`src/rtl/cirs_params.svh`:
```
`ifndef CIRS_PARAMS_SVH
`define CIRS_PARAMS_SVH

// Vector fetch addresses (high byte at the even address)
`define CIRS_VEC_TIMER_WAIT 13'h1ff6
`define CIRS_VEC_TIMER 13'h1ff8
`define CIRS_VEC_EXT 13'h1ffa
`define CIRS_VEC_TRAP 13'h1ffc
`define CIRS_VEC_RESET 13'h1ffe
// Power-up timeout in processor cycles
`define CIRS_POR_CYCLES 1920
`define CIRS_POR_W 11
// Stacked bytes per interrupt entry or trap return
`define CIRS_STACK_BYTES 5
`define CIRS_STK_W 3

// Register map over Wishbone (byte addresses)
`define CIRS_ADDR_CTRL 4'h0
`define CIRS_ADDR_STAT 4'h4
// Control register fields
`define CIRS_CTRL_IMASK_CLR 0
`define CIRS_CTRL_IMASK_SET 1
`define CIRS_CTRL_TREQ_CLR 2
// Status register fields
`define CIRS_STAT_IMASK 0
`define CIRS_STAT_EXT_PEND 1
`define CIRS_STAT_TIMER_PEND 2
`define CIRS_STAT_IN_RESET 3
`define CIRS_STAT_WAIT 4
`define CIRS_STAT_BUSY 5
`define CIRS_STAT_SRC_LSB 8

`endif

```
`src/rtl/cirs_pkg.sv`:
```
package cirs_pkg;

    // Source of the current entry sequence
    typedef enum logic [2:0] {
        CIRS_SRC_NONE,
        CIRS_SRC_RESET,
        CIRS_SRC_EXT,
        CIRS_SRC_TIMER,
        CIRS_SRC_TIMER_WAIT,
        CIRS_SRC_TRAP
    } cirs_src_t;

    // Strobes coming from the instruction sequencer
    typedef struct packed {
        logic instr_done;
        logic trap_exec;
        logic rti_exec;
        logic wait_exec;
        logic cli_exec;
        logic sei_exec;
    } cirs_core_evt_t;

    // Request to the core: push or pop one byte, or load a vector
    typedef struct packed {
        logic push;
        logic pop;
        logic vec_load;
        logic [12:0] vec_addr;
    } cirs_core_cmd_t;

endpackage

```
`src/rtl/cirs_sync.sv`:
```
`timescale 1ns/1ps
// Two-stage synchroniser for pin levels
module cirs_sync import cirs_pkg::*; #(
    parameter logic RESET_VAL = 1'b1
) (
    input wire logic clk_i,
    input wire logic rst_i,
    input wire logic ce_i,
    input wire logic d_i,
    output logic q_o
);
    logic meta_q;

    // First stage feeds only the second stage
    always_ff @(posedge clk_i) begin
        if (rst_i) begin
            meta_q <= RESET_VAL;
            q_o <= RESET_VAL;
        end else if (ce_i) begin
            meta_q <= d_i;
            q_o <= meta_q;
        end
    end
endmodule

```
`src/rtl/cirs_por.sv`:
```
`timescale 1ns/1ps
`include "cirs_params.svh"
// Power-up timeout counter, run once after power-up
module cirs_por import cirs_pkg::*; #(
    parameter int POR_CYCLES = `CIRS_POR_CYCLES
) (
    input wire logic clk_i,
    input wire logic rst_i,
    input wire logic ce_i,
    input wire logic osc_ok_i,
    output logic done_o
);
    logic [`CIRS_POR_W-1:0] cnt_q;

    // Counts only once the oscillator is seen running
    always_ff @(posedge clk_i) begin
        if (rst_i) begin
            cnt_q <= '0;
            done_o <= 1'b0;
        end else if (ce_i && osc_ok_i && !done_o) begin
            if (cnt_q == `CIRS_POR_W'(POR_CYCLES - 1)) begin
                done_o <= 1'b1;
            end
            cnt_q <= cnt_q + `CIRS_POR_W'(1);
        end
    end
endmodule

```
`src/rtl/cirs_top.sv`:
```
// What this block does
// - Interrupt sources are external pin, timer request and software trap.
// - Interrupts are taken only at an instruction boundary.
// - Entry stacks registers, then sets the interrupt mask.
// - Return-from-trap pops the stack and resumes the interrupted program.
// - At each boundary unmasked pending hardware requests start service, else continue.
// - Masked hardware requests stay latched and are served once unmasked.
// - The interrupt mask blocks external and timer requests together.
// - External request beats timer request at the same boundary.
// - Software trap runs regardless of the interrupt mask.
// - External request pin responds to both low level and falling edge.
// - External interrupt taken while pin low and mask clear.
// - External interrupt vector lives at 1FFA/1FFB.
// - A pin still low after service raises a fresh request.
// - Reset comes from power-up or the active-low reset pin.
// - Power-up holds reset 1920 cycles after the oscillator runs.
// - Reset pin still low at timeout keeps reset until it rises.
// - Timer request raised when request flag set and both masks clear.
// - Timer interrupt vector in run state lives at 1FF8/1FF9.
// - Timer interrupt waking from wait uses vector 1FF6/1FF7.
// - Software trap stacks like an interrupt, vector at 1FFC/1FFD.
//
// Our own choices: the register addresses and the Wishbone interface to the registers.
`timescale 1ns/1ps
`include "cirs_params.svh"
module cirs_top import cirs_pkg::*; #(
    parameter int POR_CYCLES = `CIRS_POR_CYCLES,
    parameter int STACK_BYTES = `CIRS_STACK_BYTES
) (
    input wire logic clk_i,
    input wire logic rst_i,
    input wire logic ce_i,
    input wire logic osc_ok_i,
    input wire logic reset_n_i,
    input wire logic irq_n_i,
    input wire logic timer_request_flag_i,
    input wire logic timer_mask_flag_i,
    input wire cirs_core_evt_t evt_i,
    input wire logic core_ack_i,
    input wire logic wb_cyc_i,
    input wire logic wb_stb_i,
    input wire logic wb_we_i,
    input wire logic [3:0] wb_adr_i,
    input wire logic [3:0] wb_sel_i,
    input wire logic [31:0] wb_dat_i,
    output logic [31:0] wb_dat_o,
    output logic wb_ack_o,
    output logic cpu_reset_o,
    output logic imask_o,
    output logic hold_fetch_o,
    output logic timer_req_clr_o,
    output cirs_core_cmd_t cmd_o,
    output cirs_src_t src_o
);
    typedef enum logic [2:0] {
        ST_RESET,
        ST_RUN,
        ST_WAIT,
        ST_PUSH,
        ST_VECTOR,
        ST_POP
    } cirs_state_t;

    cirs_state_t state_q, state_d;
    logic reset_pin_n, irq_pin_n, por_done;
    logic irq_prev_q, ext_latch_q, imask_q, in_reset_q;
    logic [`CIRS_STK_W-1:0] stk_cnt_q;
    cirs_src_t src_q;
    logic wait_q;

    // Pins cross into the clock domain through two flops each
    cirs_sync #(.RESET_VAL(1'b1)) u_sync_rst (
        .clk_i(clk_i),
        .rst_i(rst_i),
        .ce_i(ce_i),
        .d_i(reset_n_i),
        .q_o(reset_pin_n)
    );
    cirs_sync #(.RESET_VAL(1'b1)) u_sync_irq (
        .clk_i(clk_i),
        .rst_i(rst_i),
        .ce_i(ce_i),
        .d_i(irq_n_i),
        .q_o(irq_pin_n)
    );

    // rst_i stands for power-up; the pin resets the core and this block but not the timeout
    cirs_por #(.POR_CYCLES(POR_CYCLES)) u_por (
        .clk_i(clk_i),
        .rst_i(rst_i),
        .ce_i(ce_i),
        .osc_ok_i(osc_ok_i),
        .done_o(por_done)
    );

    // Reset held by timeout or by a low pin
    wire reset_hold = !por_done || !reset_pin_n;

    // Register bus decode
    wire wb_req = wb_cyc_i && wb_stb_i && !wb_ack_o;
    wire wb_wr = wb_req && wb_we_i && wb_sel_i[0];
    wire sel_ctrl = wb_adr_i == `CIRS_ADDR_CTRL;
    wire sel_stat = wb_adr_i == `CIRS_ADDR_STAT;
    wire sw_imask_clr = wb_wr && sel_ctrl && wb_dat_i[`CIRS_CTRL_IMASK_CLR];
    wire sw_imask_set = wb_wr && sel_ctrl && wb_dat_i[`CIRS_CTRL_IMASK_SET];
    wire sw_treq_clr = wb_wr && sel_ctrl && wb_dat_i[`CIRS_CTRL_TREQ_CLR];

    // Falling edge on the synchronised request pin
    wire irq_fall = irq_prev_q && !irq_pin_n;

    // Pending sources, with level and latched edge both counted
    wire ext_pend = !irq_pin_n || ext_latch_q;
    wire timer_pend = timer_request_flag_i && !timer_mask_flag_i;
    wire hw_take = !imask_q && (ext_pend || timer_pend);
    wire at_boundary = state_q == ST_RUN && evt_i.instr_done;
    wire take_hw = at_boundary && hw_take;
    wire take_trap = at_boundary && !hw_take && evt_i.trap_exec;
    wire take_rti = at_boundary && !hw_take && !evt_i.trap_exec && evt_i.rti_exec;
    wire wake = state_q == ST_WAIT && hw_take;

    // Source selection with fixed external priority
    cirs_src_t hw_src;
    assign hw_src = ext_pend ? CIRS_SRC_EXT : (wait_q ? CIRS_SRC_TIMER_WAIT : CIRS_SRC_TIMER);

    // Vector for the selected source
    logic [12:0] vec_addr;
    always_comb begin
        unique case (src_q)
            CIRS_SRC_EXT: vec_addr = `CIRS_VEC_EXT;
            CIRS_SRC_TIMER: vec_addr = `CIRS_VEC_TIMER;
            CIRS_SRC_TIMER_WAIT: vec_addr = `CIRS_VEC_TIMER_WAIT;
            CIRS_SRC_TRAP: vec_addr = `CIRS_VEC_TRAP;
            default: vec_addr = `CIRS_VEC_RESET;
        endcase
    end

    wire stk_last = stk_cnt_q == `CIRS_STK_W'(STACK_BYTES - 1);

    // Sequencer: stack first, mask after, vector last
    always_comb begin
        state_d = state_q;
        unique case (state_q)
            ST_RESET: if (!reset_hold) state_d = ST_VECTOR;
            ST_RUN: begin
                if (take_hw || take_trap) begin
                    state_d = ST_PUSH;
                end else if (take_rti) begin
                    state_d = ST_POP;
                end else if (at_boundary && evt_i.wait_exec) begin
                    state_d = ST_WAIT;
                end
            end
            ST_WAIT: if (wake) state_d = ST_PUSH;
            ST_PUSH: if (core_ack_i && stk_last) state_d = ST_VECTOR;
            ST_VECTOR: if (core_ack_i) state_d = ST_RUN;
            ST_POP: if (core_ack_i && stk_last) state_d = ST_RUN;
        endcase
    end

    // State, source and stack byte counter
    always_ff @(posedge clk_i) begin
        if (rst_i || reset_hold) begin
            state_q <= ST_RESET;
            src_q <= CIRS_SRC_RESET;
            stk_cnt_q <= '0;
            wait_q <= 1'b0;
        end else if (ce_i) begin
            state_q <= state_d;
            if (take_hw || wake) begin
                src_q <= hw_src;
            end else if (take_trap) begin
                src_q <= CIRS_SRC_TRAP;
            end
            if (at_boundary && evt_i.wait_exec && !hw_take) begin
                wait_q <= 1'b1;
            end else if (state_q == ST_VECTOR) begin
                wait_q <= 1'b0; // Later timer service uses the run vector
            end
            if ((state_q == ST_PUSH || state_q == ST_POP) && core_ack_i) begin
                stk_cnt_q <= stk_last ? '0 : stk_cnt_q + `CIRS_STK_W'(1);
            end
        end
    end

    // Edge latch: set beats the clear taken on external entry
    always_ff @(posedge clk_i) begin
        if (rst_i || reset_hold) begin
            irq_prev_q <= 1'b1;
            ext_latch_q <= 1'b0;
        end else if (ce_i) begin
            irq_prev_q <= irq_pin_n;
            if (irq_fall) begin
                ext_latch_q <= 1'b1;
            end else if ((take_hw || wake) && hw_src == CIRS_SRC_EXT) begin
                ext_latch_q <= 1'b0;
            end
        end
    end

    // Interrupt mask: set on reset and after stacking
    wire push_done = state_q == ST_PUSH && core_ack_i && stk_last;
    always_ff @(posedge clk_i) begin
        if (rst_i || reset_hold) begin
            imask_q <= 1'b1;
        end else if (ce_i) begin
            if (push_done || sw_imask_set || evt_i.sei_exec) begin
                imask_q <= 1'b1;
            end else if (sw_imask_clr || evt_i.cli_exec) begin
                imask_q <= 1'b0;
            end
        end
    end

    // Registered outputs toward the core
    always_ff @(posedge clk_i) begin
        if (rst_i) begin
            in_reset_q <= 1'b1;
            cpu_reset_o <= 1'b1;
            imask_o <= 1'b1;
            hold_fetch_o <= 1'b1;
            timer_req_clr_o <= 1'b0;
            cmd_o <= '0;
            src_o <= CIRS_SRC_NONE;
        end else if (ce_i) begin
            in_reset_q <= reset_hold;
            cpu_reset_o <= reset_hold;
            imask_o <= imask_q;
            hold_fetch_o <= state_d != ST_RUN;
            timer_req_clr_o <= sw_treq_clr;
            cmd_o.push <= state_d == ST_PUSH;
            cmd_o.pop <= state_d == ST_POP;
            cmd_o.vec_load <= state_d == ST_VECTOR;
            cmd_o.vec_addr <= vec_addr;
            src_o <= src_q;
        end
    end

    // Status word read back by software
    logic [31:0] stat_word;
    always_comb begin
        stat_word = '0;
        stat_word[`CIRS_STAT_IMASK] = imask_q;
        stat_word[`CIRS_STAT_EXT_PEND] = ext_pend;
        stat_word[`CIRS_STAT_TIMER_PEND] = timer_pend;
        stat_word[`CIRS_STAT_IN_RESET] = in_reset_q;
        stat_word[`CIRS_STAT_WAIT] = wait_q;
        stat_word[`CIRS_STAT_BUSY] = state_q != ST_RUN;
        stat_word[`CIRS_STAT_SRC_LSB +: 3] = src_q;
    end

    wire [31:0] rd_word = sel_stat ? stat_word : 32'h0000_0000;

    // Wishbone slave: one wait state, ack held one cycle, unmapped reads zero
    always_ff @(posedge clk_i) begin
        if (rst_i) begin
            wb_ack_o <= 1'b0;
            wb_dat_o <= 32'h0000_0000;
        end else if (ce_i) begin
            wb_ack_o <= wb_req;
            wb_dat_o <= (wb_req && !wb_we_i) ? rd_word : 32'h0000_0000;
        end
    end
endmodule

```
`config.mk`:
```
export PLATFORM = sky130hd
export DESIGN_NAME = cirs_top
export DESIGN_NICKNAME = d
export VERILOG_FILES = /design/src/rtl/cirs_pkg.sv /design/src/rtl/cirs_sync.sv /design/src/rtl/cirs_por.sv /design/src/rtl/cirs_top.sv
export VERILOG_INCLUDE_DIRS = /design/src /design/src/rtl
export SDC_FILE = /design/constraint.sdc
export NUM_CORES = 1
export LEC_CHECK = 0
export BUFFER_PORTS_ARGS = -buffer_cell sky130_fd_sc_hd__buf_2
export CAP_MARGIN = 30
export CORE_ASPECT_RATIO = 1.1
export CORE_UTILIZATION = 45
export DETAILED_ROUTE_END_ITERATION = 16
export PLACE_DENSITY_LB_ADDON = 0.1
export SLEW_MARGIN = 20
export SYNTH_ARGS = -nofsm -noshare
export SYNTH_HDL_FRONTEND = slang
export SYNTH_SLANG_ARGS = --single-unit
```
`constraint.sdc`:
```
create_clock -name clk_i -period 2.45 [get_ports clk_i]
set_clock_uncertainty 0.15 [all_clocks]
set_input_delay 0.3675 -clock clk_i [delete_from_list [all_inputs] [get_ports clk_i]]
set_output_delay 0.3675 -clock clk_i [all_outputs]
set_load 0.05 [all_outputs]
```
==> Yosys cells after proc, flatten, opt, wreduce, memory -nomap -nowiden <==
Cells that the tools add are included.
{ "classes": {"add_sub_neg": 2, "n_eq_ne": 18, "reduce_logical": 59, "mux": 23} }
{ "ops": {"columns": ["operator", "n"], "rows": [
  ["2-to-1 mux 3 bit", 13],
  ["logical AND 1 bit", 28],
  ["2-to-1 mux 11 bit", 2],
  ["equality test 3 bit, second input constant", 7],
  ["equality test 3 x 2 -> 1 bit, second input constant", 6],
  ["case mux 3 bit (6 select lines)", 1],
  ["case mux 4 bit (4 select lines)", 1],
  ["AND reduction 2 bit", 6],
  ["adder 11 x 1 -> 11 bit, second input constant", 1],
  ["equality test 11 bit, second input constant", 1],
  ["logical OR 1 bit", 10],
  ["zero test 1 bit", 9],
  ["nonzero test 2 bit", 4],
  ["2-to-1 mux 1 bit", 6],
  ["inequality test 3 x 1 -> 1 bit, second input constant", 2],
  ["equality test 4 x 3 -> 1 bit, second input constant", 1],
  ["zero test 4 bit", 1],
  ["adder 3 x 1 -> 3 bit, second input constant", 1],
  ["equality test 3 x 1 -> 1 bit, second input constant", 1],
  ["zero test 3 bit", 1]
]} }
{ "totals": {"out_inout_bits": 56, "in_bits": 58, "regBits": 85, "wordCells": 126} }

==> Longest topological paths before layout <==
Gate-level depths: netlist of run 1.
{ "logic_depth": {"ltp_word": 12, "ltp_mapped": 7, "ltp_nobuf": 7} }

==> By module <==
From an unflattened synthesis of run 1, not the netlist that was laid out.
{ "unflattened": {"hier_cells": 303, "hier_area_um2": 2685.1} }
{ "by_module_without_submodules": {"columns": ["mod", "area_per_inst_um2", "instances", "cells_per_inst", "seq_area_each_um2"], "rows": [
  ["cirs_top", 1991.9, 1, 231, 740.7],
  ["cirs_por", 553.0, 1, 60, 240.2],
  ["cirs_sync", 70.1, 2, 6, 40.0]
]} }

==> Least setup slack after synthesis of run 1 <==
No wires, ideal clock.
{ "synth_path": {"kind": "reg-to-reg", "start": "register stk_cnt_q[0]", "end": "register hold_fetch_o", "t_arrival_ns": 1.528, "setup_slack_ns": 0.653, "setup_ns": 0.120, "n_path_buf": 0, "t_required_ns": 2.180, "stages_incl_launch_ff": 8, "path_cell_list": "dfxtp_1 inv_1 ha_1 and4_1 o21ai_0 nand3_1 a31o_2 o31a_1"} }
{ "synth_via": {"elab_chain_len": 5} }
{ "synth_lines": {"columns": ["element", "line_no", "rtl"], "rows": [
  ["start: declaration", "cirs_top.sv:67", "logic [`CIRS_STK_W-1:0] stk_cnt_q;"],
  ["start signal: assignment", "cirs_top.sv:180", "stk_cnt_q <= stk_last ? '0 : stk_cnt_q + `CIRS_STK_W'(1);"],
  ["equality test 3 bit *", "cirs_top.sv:137", "wire stk_last = stk_cnt_q == `CIRS_STK_W'(STACK_BYTES - 1);"],
  ["logical AND 1 bit *", "cirs_top.sv:154, cirs_top.sv:156", null],
  ["2-to-1 mux 3 bit, on equally long branches", "cirs_top.sv:156, cirs_top.sv:154", null],
  ["case mux 3 bit (6 select lines) *", "cirs_top.sv:142", "unique case (state_q)"],
  ["inequality test 3 x 1 -> 1 bit *", "cirs_top.sv:228", "hold_fetch_o <= state_d != ST_RUN;"],
  ["end signal: assignment", "cirs_top.sv:220", "hold_fetch_o <= 1'b1;"],
  ["end signal: assignment", "cirs_top.sv:228", null],
  ["end: declaration", "cirs_top.sv:50", "output logic hold_fetch_o,"]
]} }
Every way passes the cells marked *; elsewhere a longest branch is shown, timed or not.
A chain may end at the register's enable or synchronous reset.

==> Worst setup path in the final report of run 1 <==
Same ends and word-level chain as after synthesis.

==> results of run 1 <==
==> state kept, by name (all words and copies together) (netlist names), 3 cells and up <==
name         cells
wb_dat_o         9
u_por.cnt_q     11
state_q          3
stk_cnt_q        3
cmd_o            7
src_q            3
src_o            3
==> worst max-delay path, stage by stage (launching register included) <==
cell and delay (ns):
sky130_fd_sc_hd__dfxtp_1 0.38, sky130_fd_sc_hd__inv_1 0.06, sky130_fd_sc_hd__ha_1 0.23, sky130_fd_sc_hd__and4_1 0.24, sky130_fd_sc_hd__nor2_1 0.21, sky130_fd_sc_hd__o21ai_0 0.12
sky130_fd_sc_hd__o211a_1 0.19, sky130_fd_sc_hd__o31a_1 0.31
==> cell usage after synthesis, drive strengths merged, types with 6 or more instances <==
cell and instances:
dfxtp 53, nor2 43, buf 41, nand2 21, a21oi 13, o21ai 10, nor2b 9, a22oi 8
mux2i 7, a211o 6, clkbuf 6, or3 6
==> power by group through the flow <==
stage,sequential (W),combinational [W],clock (W)
after floorplan,0.000934,0.000220,0
after global placement,0.000906,0.000258,0
after detailed placement,0.000906,0.000260,0
after CTS,0.000886,0.000261,0.000505
after global routing,0.000889,0.000279,0.000542
final,0.000886,0.000260,0.000485
==> layout make-up <==
cell class,instances,area (um2),share of cell area [%]
clock buffers,7,76.32,2.611
clock inverters,1,7.507,0.2568
inverters,6,22.52,0.7705
multi-input cells,220,1351,46.23
flip-flops and latches,53,1061,36.30
well taps,77,96.34,3.296
repair buffers,60,307.8,10.53
==> cell families (layout without fill, tap and decap cells) <==
| group | after synthesis | count (layout) | synth area share, % |
|---|---|---|---|
| flip-flops | 53 | 53 | 39.81 |
| AO/OA/AOI/OAI | 64 | 64 | 17.42 |
| multiplexers | 7 | 7 | 2.629 |
| other | 1 | 24 | 0.1407 |
| buffers and inverters | 53 | 74 | 12.72 |
| XOR/XNOR | 8 | 8 | 2.629 |
| adder cells (fa/ha/maj) | 5 | 5 | 2.347 |
| AND/OR/NAND/NOR | 112 | 112 | 22.30 |
==> how the worst max path moves through the flow <==
stage | start | endpoint | slack (ns) | depth (start not counted)
4_1_cts | stk_cnt_q[0] | hold_fetch_o | 0.45 | 7
3_5_place_dp | stk_cnt_q[0] | hold_fetch_o | 0.46 | 7
2_1_floorplan | stk_cnt_q[0] | hold_fetch_o | 0.65 | 7
5_1_grt | stk_cnt_q[0] | cmd_o[15] | 0.32 | 7
6_report | stk_cnt_q[0] | hold_fetch_o | 0.46 | 7
3_3_place_gp | stk_cnt_q[0] | hold_fetch_o | 0.49 | 7
==> through the flow <==
stage	utilization [%]	instance area, um2
floorplan	-	2751
global placement	49.52	2839
detailed placement	49.52	2839
CTS	50.98	2923
global route	50.98	2923
finish	50.98	2923
==> routing by layer <==
layer | part of all wire [%] | GRT usage, % | vias to the layer above
li1 | - | - | 1090
met1 | 45 | 22.06 | 1035
met2 | 50 | 31.34 | 30
met3 | 4.0 | 4.733 | 2
met4 | 0.68 | 7.037 | 0
met5 | 0 | 0 | -
==> reports/metrics.yaml, run 1 <==
commonest_non_fill_non_tap_cell_in_the_layout: "sky130_fd_sc_hd__buf_2"
final.min_clock_period_ns: 1.991
timing.rr.start: "stk_cnt_q[0]"
clkSlewWorstSetupHoldPaths_ns: 0.09
combPwrFrac_pct: 15.9
post_cts_buffers: 0
relSlewSlack_pct: 57.38
crit_path_max_fanout: 5
cts.hold.buffers_added: 0
drv.max_cap_violation_count: 0
pin_count: 114
initial_cell_density_of_the_core_pct: 46.49
netlist-cell-type-count: 58
hp-start: "irq_n_i"
ys.warnings.count: 0
share_of_the_yosys_chip_area_belonging_to_registers_pct: 39.81
layout_common_cells: "sky130_fd_sc_hd__buf_2, sky130_fd_sc_hd__dfxtp_1, sky130_fd_sc_hd__nor2_1"
cp.required_ns: 2.50
pwr_dens_mw_per_mm2: 557.7
first_global_vias: 1872
hold_viol_final: 0
synthArstFlopShare_pct: 0
rsz0062_at_grt: "false"
grt_usage_pct: 18.40
ctsRootBufferMaster: "sky130_fd_sc_hd__clkbuf_8"
sw_ratio_pct: 30.52
cellLeakagePower_nw: 1.233
timing.hold.worst_path_depth: 2
max_slew.worst_pin.slew_ns: 0.6345
synth-main-ff-cell: "sky130_fd_sc_hd__dfxtp_1"
total_power_w: 0.001630
antennaDiodeCount: 0
rows: 29
vias_per_cell: 5.087
gate_count_after_technology_mapping: 303
power.share.clock_pct: 29.7
p_sw_w: 0.0004976
layout.cells.non_filler: 424
post_synth_instance_area_mm2: 0.002665
critical_path_class: "flop to flop"
fillers: 605
detailed_place_hpwl_um: 3939
synth.area.top_cells: "sky130_fd_sc_hd__dfxtp_1, sky130_fd_sc_hd__buf_4, sky130_fd_sc_hd__nor2_1"
fraction_of_layout_instances_using_a_drive_strength_above_1_pct: 22.48
worst_ir_drop_vdd_mv: 0.3333
worstHoldPathType: "input port to flop"
synth_top_area_cell: "sky130_fd_sc_hd__dfxtp_1"
grt_pass1_wl_um: 8562
syn2layout_area_growth_pct: 9.671
endpoint_kind: "flop"
drc_errors: 0
run_status: "finished, final reports clean"
worst_skew_pair.late_latency_ns: 0.30
cts_buffers: 5
final-max-slew-violation-count: 0
place.port_buffers: 57
total_negative_slack_for_setup_checks_ns: 0
synth.avg_cell_area_um2: 8.796
globalplace.congestion: 0.7948
place_inst: 416
die_h_um: 82.72
synth-seq-cells: 53
period_share_pct: 81.27
grt_overflow: 0
clkSinkCount: 53
routed_wire_length_per_instance_um: 12.85
drt-pass1-iter-count: 4
cts_max_path_buffers: 2
reg2regPathDepth: 7
synth_enable_flop_cells: 0
first_iter_violations: 74
drt.antenna.violating_nets: 0
grt_antenna_before_repair: 0
postRouteWirelength_um: 5449
cts_tree: "built"
floorplan.die.width_um: 75.38
timing.reg2reg.setup_slack_ns: 0.46
via_count: 2157
timing.rr.end: "hold_fetch_o"
cp.arrival_ns: 2.04
worst_slack_at_placement_ns: 0.4628
power_frac_seq_pct: 54.3
core-area_mm2: 0.005733
max_freq_ghz: 0.5022
grt_start_max_net_pins: 24
nNetsFinal: 409
whs_endpoint: "u_sync_irq.meta_q"
timing.hold.ws_ns: 0.1210
timing.final.setup_violations: 0
timing.final.ws_setup_ns: 0.4589
die-area_mm2: 0.006235
yosys.area.top_type_share_pct: 39.81
cts_htree_levels: 2
internal-power_w: 0.001133
setup.worst_path.start_class: "flop"
postCtsResizedCells: 0
No activity file was read; power rests on OpenSTA's default activity.
==> run 2: changes to the inputs <==
CORE_UTILIZATION = 43   (was 45)
clock period = 1.8 ns   (was 2.45 ns; I/O delays follow)
==> reports/metrics.yaml, run 2 (synthesis gave the netlist of run 1 again) <==
run_status: "finished, final reports clean"
grt_util_met1_pct: 22.20
via_count: 2161
globalplace.congestion: 0.8042
timing.hold.ws_ns: 0.01925
max_flop_register: "u_por.cnt_q"
post_cts_buffers: 0
grt_overflow: 0
rows: 29
endpoint_kind: "flop"
slowest_stage: "sky130_fd_sc_hd__dfxtp_2"
cellLeakagePower_nw: 1.343
detailed_place_hpwl_um: 4134
grt_pass1_wl_um: 9315
routed_wire_length_per_instance_um: 12.51
worst_skew_pair.late_latency_ns: 0.30
met2_usage_pct: 30.11
use_met3_pct: 4.457
vias_per_cell: 4.900
clkSlewWorstSetupHoldPaths_ns: 0.09
largest_register_ff_count: 11
postRouteWirelength_um: 5519
layout.core_utilization_pct: 52.77
first_global_vias: 1999
p_sw_w: 0.0006580
crit_buf_inv: 1
crit_path_max_fanout: 3
grt_start_max_net_pins: 26
cts_buffers: 5
cts_max_path_buffers: 2
nNetsFinal: 428
layout.cells.non_filler: 441
cts_htree_levels: 2
worst_path_largest_cell_delay_ns: 0.33
internal-power_w: 0.001535
initial_cell_density_of_the_core_pct: 45.34
place_inst: 435
cts_tree: "built"
grt_usage_pct: 17.88
syn2layout_area_growth_pct: 16.38
gr-max-usage-layer: "met2"
drt-pass1-iter-count: 4
timing.final.setup_violations: 0
largest_registers: "u_por.cnt_q: 11 flops, wb_dat_o: 9 flops, cmd_o: 7 flops"
final.min_clock_period_ns: 1.733
grt_antenna_before_repair: 0
period_share_pct: 96.29
cp.required_ns: 1.85
combPwrFrac_pct: 16.8
worstHoldPathType: "input port to flop"
clkSinkCount: 53
power_frac_seq_pct: 54.9
drt.antenna.violating_nets: 0
rsz0062_at_grt: "true"
die-area_mm2: 0.006517
fraction_of_layout_instances_using_a_drive_strength_above_1_pct: 29.12
critical_path_class: "flop to flop"
cts.hold.buffers_added: 0
pwr_dens_mw_per_mm2: 707.0
antennaDiodeCount: 0
place.port_buffers: 57
floorplan.die.width_um: 77.06
layout_common_cells: "sky130_fd_sc_hd__buf_2, sky130_fd_sc_hd__dfxtp_1, sky130_fd_sc_hd__nor2_1"
worstPathCellList: "inv_1 -> ha_1 -> and4_4 -> o21ai_2 -> nand3_2 -> a31o_2 -> o31a_1"
max_freq_ghz: 0.5770
die_h_um: 84.57
power.share.clock_pct: 28.2
core-area_mm2: 0.005878
setup.worst_path.start_class: "flop"
hold_viol_final: 0
drv.max_cap_violation_count: 0
drc_errors: 0
timing.critical_path.max_delay_family: "compound AO/OA/AOI/OAI gates"
worst_ir_drop_vdd_mv: 0.4185
first_iter_violations: 82
final-max-slew-violation-count: 0
pin_count: 114
cp.arrival_ns: 1.78
sw_ratio_pct: 30.00
commonest_non_fill_non_tap_cell_in_the_layout: "sky130_fd_sc_hd__buf_2"
ctsRootBufferMaster: "sky130_fd_sc_hd__clkbuf_8"
[run 2: cell count changes in the layout (fill, tap and decap cells not counted), moves of 2 or more]
cell / before / now
sky130_fd_sc_hd__clkbuf_1: 2 / 0
sky130_fd_sc_hd__o21ai_0: 10 / 8
sky130_fd_sc_hd__buf_4: 3 / 21
sky130_fd_sc_hd__dfxtp_2: 0 / 3
sky130_fd_sc_hd__dfxtp_1: 53 / 50
[run 2: final timing paths]
kind | cells after the start | slack [ns] | end | from
max reg2reg | 7 | 0.07 | hold_fetch_o | stk_cnt_q[0]
max | 7 | 0.07 | hold_fetch_o | stk_cnt_q[0]
min reg2reg | 2 | 0.31 | cmd_o[14] | cmd_o[14]
min | 2 | 0.02 | u_sync_irq.meta_q | irq_n_i
[run 2: cell type report]
class                      count  area, um2
fill                         588       2776
inverter                       6      22.52
sequential                    53       1065
clock buffer                   5      68.82
timing repair buffer          79      462.9
clock inverter                 1      5.005
multi-input combinational    220       1381
tap                           77      96.34
[run 2: power groups by stage]
stage,logic [W],clock network (W),registers [W]
2_1_floorplan,0.000299,0,0.00127
3_3_place_gp,0.000367,0,0.00123
3_5_place_dp,0.000368,0,0.00123
4_1_cts,0.000370,0.000645,0.00121
5_1_grt,0.000391,0.000696,0.00121
6_report,0.000369,0.000619,0.00120
[run 2: stage by stage]
step                      cell area [um2]    TNS, ns  total power (W)  worst slack (ns)
after floorplan                      2751          0         0.001570          0.002796
after global routing                 3102  -0.003366         0.002296         -0.003212
final                                3102          0         0.002193           0.06684
after global placement               2994   -0.05471         0.001600          -0.05471
after CTS                            3073          0         0.002220           0.01743
after detailed placement             2994   -0.07996         0.001601          -0.05308
[run 2: repair_timing]
action	in CTS	in global routing
setup endpoints to repair	3	6
gates resized for setup	3	9
pin swaps	0	5
[run 2: routing by layer]
metal / vias to the layer above / wire length, um / share of wire [%]
met4: 0 / 51 / 0.92
met1: 1003 / 2540 / 46
met2: 36 / 2724 / 49
met3: 5 / 203 / 3.7
met5: - / 0 / 0
li1: 1117 / - / -
[run 2: worst reg2reg max path, stage by stage (launching register included)]
cell and delay [ns]:
sky130_fd_sc_hd__dfxtp_2 0.33, sky130_fd_sc_hd__inv_1 0.04, sky130_fd_sc_hd__ha_1 0.20, sky130_fd_sc_hd__and4_4 0.21, sky130_fd_sc_hd__o21ai_2 0.12, sky130_fd_sc_hd__nand3_2 0.09
sky130_fd_sc_hd__a31o_2 0.24, sky130_fd_sc_hd__o31a_1 0.27
==> run 3: changes to the inputs <==
==> constraint.sdc (replaced) <==
create_clock -name clk_i -period 1.8 [get_ports clk_i]
set_clock_uncertainty 0.15 [all_clocks]
set_input_delay 0.54 -clock clk_i [delete_from_list [all_inputs] [get_ports clk_i]]
set_output_delay 0.54 -clock clk_i [all_outputs]
set_load 0.05 [all_outputs]
==> reports/metrics.yaml, run 3 (synthesis gave the netlist of run 1 again) <==
crit_start: "stk_cnt_q[1]"
commonest_non_fill_non_tap_cell_in_the_layout: "sky130_fd_sc_hd__buf_2"
grt_start_max_net_pins: 36
grt_pass1_wl_um: 9577
reg2regPathDepth: 7
max_flop_register: "u_por.cnt_q"
clkSlewWorstSetupHoldPaths_ns: 0.10
run_status: "finished, final reports clean"
grt_usage_pct: 18.32
cts_buffers: 5
sw_ratio_pct: 28.59
die-area_mm2: 0.006517
drt.antenna.violating_nets: 0
grt_antenna_before_repair: 0
detailed_place_hpwl_um: 4275
clkSinkCount: 53
postRouteWirelength_um: 5714
period_share_pct: 96.45
hold_viol_final: 0
worstPathCellList: "inv_2 -> ha_2 -> and4_4 -> nor2_4 -> a311oi_2 -> nand2_1 -> o31a_1"
wl_met1_um: 2556
routed_wire_length_per_instance_um: 12.73
slowest_stage: "sky130_fd_sc_hd__dfxtp_2"
timing.hold.ws_ns: 0.2832
worst_skew_pair.late_latency_ns: 0.31
timing.hold.worst_path_depth: 2
crit_path_max_fanout: 3
rsz0062_at_grt: "true"
power.share.clock_pct: 34.9
cts_tree: "built"
die_h_um: 84.57
total_negative_slack_for_setup_checks_ns: 0
globalplace.congestion: 0.7991
ctsRootBufferMaster: "sky130_fd_sc_hd__clkbuf_8"
timing.reg2reg.setup_slack_ns: 0.06
vias_per_cell: 4.927
cts_htree_levels: 2
cp.arrival_ns: 1.79
met3_length_um: 193
timing.rr.end: "hold_fetch_o"
drc_errors: 0
worst_ir_drop_vdd_mv: 0.3832
post_cts_buffers: 0
cts.hold.buffers_added: 0
internal-power_w: 0.001742
whs_endpoint: "u_sync_irq.meta_q"
worstHoldPathType: "input port to flop"
cts_max_path_buffers: 2
core-area_mm2: 0.005878
drv.max_cap_violation_count: 0
place_inst: 441
worst_path_largest_cell_delay_ns: 0.34
endpoint_kind: "flop"
power_frac_seq_pct: 49.5
final.min_clock_period_ns: 1.736
setup.worst_path.start_class: "flop"
top_metal_used: "met4"
layout.cells.non_filler: 449
largest_register_ff_count: 11
via_count: 2212
rows: 29
p_sw_w: 0.0006974
max_freq_ghz: 0.5760
total_power_w: 0.002439
met2RoutedLength_um: 2893
critical_path_class: "flop to flop"
nNetsFinal: 434
pin_count: 114
cp.required_ns: 1.86
layout_common_cells: "sky130_fd_sc_hd__buf_2, sky130_fd_sc_hd__dfxtp_1, sky130_fd_sc_hd__nor2_1"
initial_cell_density_of_the_core_pct: 45.34
timing.final.setup_violations: 0
final-max-slew-violation-count: 0
antennaDiodeCount: 0
pwr_dens_mw_per_mm2: 760.0
grt_overflow: 0
syn2layout_area_growth_pct: 20.42
fraction_of_layout_instances_using_a_drive_strength_above_1_pct: 31.72
place.port_buffers: 57
combPwrFrac_pct: 15.6
first_global_vias: 2087
drt-pass1-iter-count: 4
timing.rr.start: "stk_cnt_q[1]"
first_iter_violations: 65
largest_registers: "u_por.cnt_q: 11 flops, wb_dat_o: 9 flops, cmd_o: 7 flops"
cellLeakagePower_nw: 1.385
floorplan.die.width_um: 77.06
hp-start: "irq_n_i"
## run 3: power by group through the flow
stage          logic, W  clock network [W]  registers, W
2_1_floorplan  0.000299                  0       0.00127
3_3_place_gp   0.000374                  0       0.00123
3_5_place_dp   0.000377                  0       0.00123
4_1_cts        0.000378           0.000870       0.00121
5_1_grt        0.000405           0.000907       0.00121
6_report       0.000381           0.000852       0.00121
## run 3: how the worst max path moves through the flow
stage	endpoint	slack (ns)
detailed placement	hold_fetch_o	-0.19
finish	hold_fetch_o	0.06
global placement	hold_fetch_o	-0.20
floorplan	hold_fetch_o	0.003
global route	hold_fetch_o	-0.03
CTS	hold_fetch_o	0.01
## run 3: metrics by stage
stage / worst slack, ns / util, % / cell area [um2]
global placement: -0.1960 / 51.70 / 3039
detailed placement: -0.1925 / 51.70 / 3039
global route: -0.02877 / 54.60 / 3209
finish: 0.06396 / 54.60 / 3209
floorplan: 0.002796 / - / 2751
CTS: 0.01493 / 53.77 / 3161
## run 3: worst max-delay path: cells and delay by family, from the launching register on
family          cells  cell delay (ns)
compound gates      2             0.51
simple gates        3             0.43
flops               1             0.34
fa+ha+maj           1             0.16
buf+inv             1             0.04
## run 3: repair_timing
action,4_1_cts,5_1_grt
pin swaps,1,6
resized for setup,3,19
setup endpoints to repair,3,16
## run 3: cell type report
type	instances	area [um2]
timing repair buffer	85	515.5
clock buffer	7	86.33
fill	587	2669
clock inverter	1	30.03
sequential	53	1067
tap	77	96.34
multi-input combinational	220	1391
inverter	6	22.52
## run 3: per-layer routing
metal / global-route usage [%] / vias up
met4: 6.518 / 0
met2: 31.82 / 41
met3: 3.152 / 7
met1: 22.74 / 1027
li1: - / 1137
met5: 0 / -
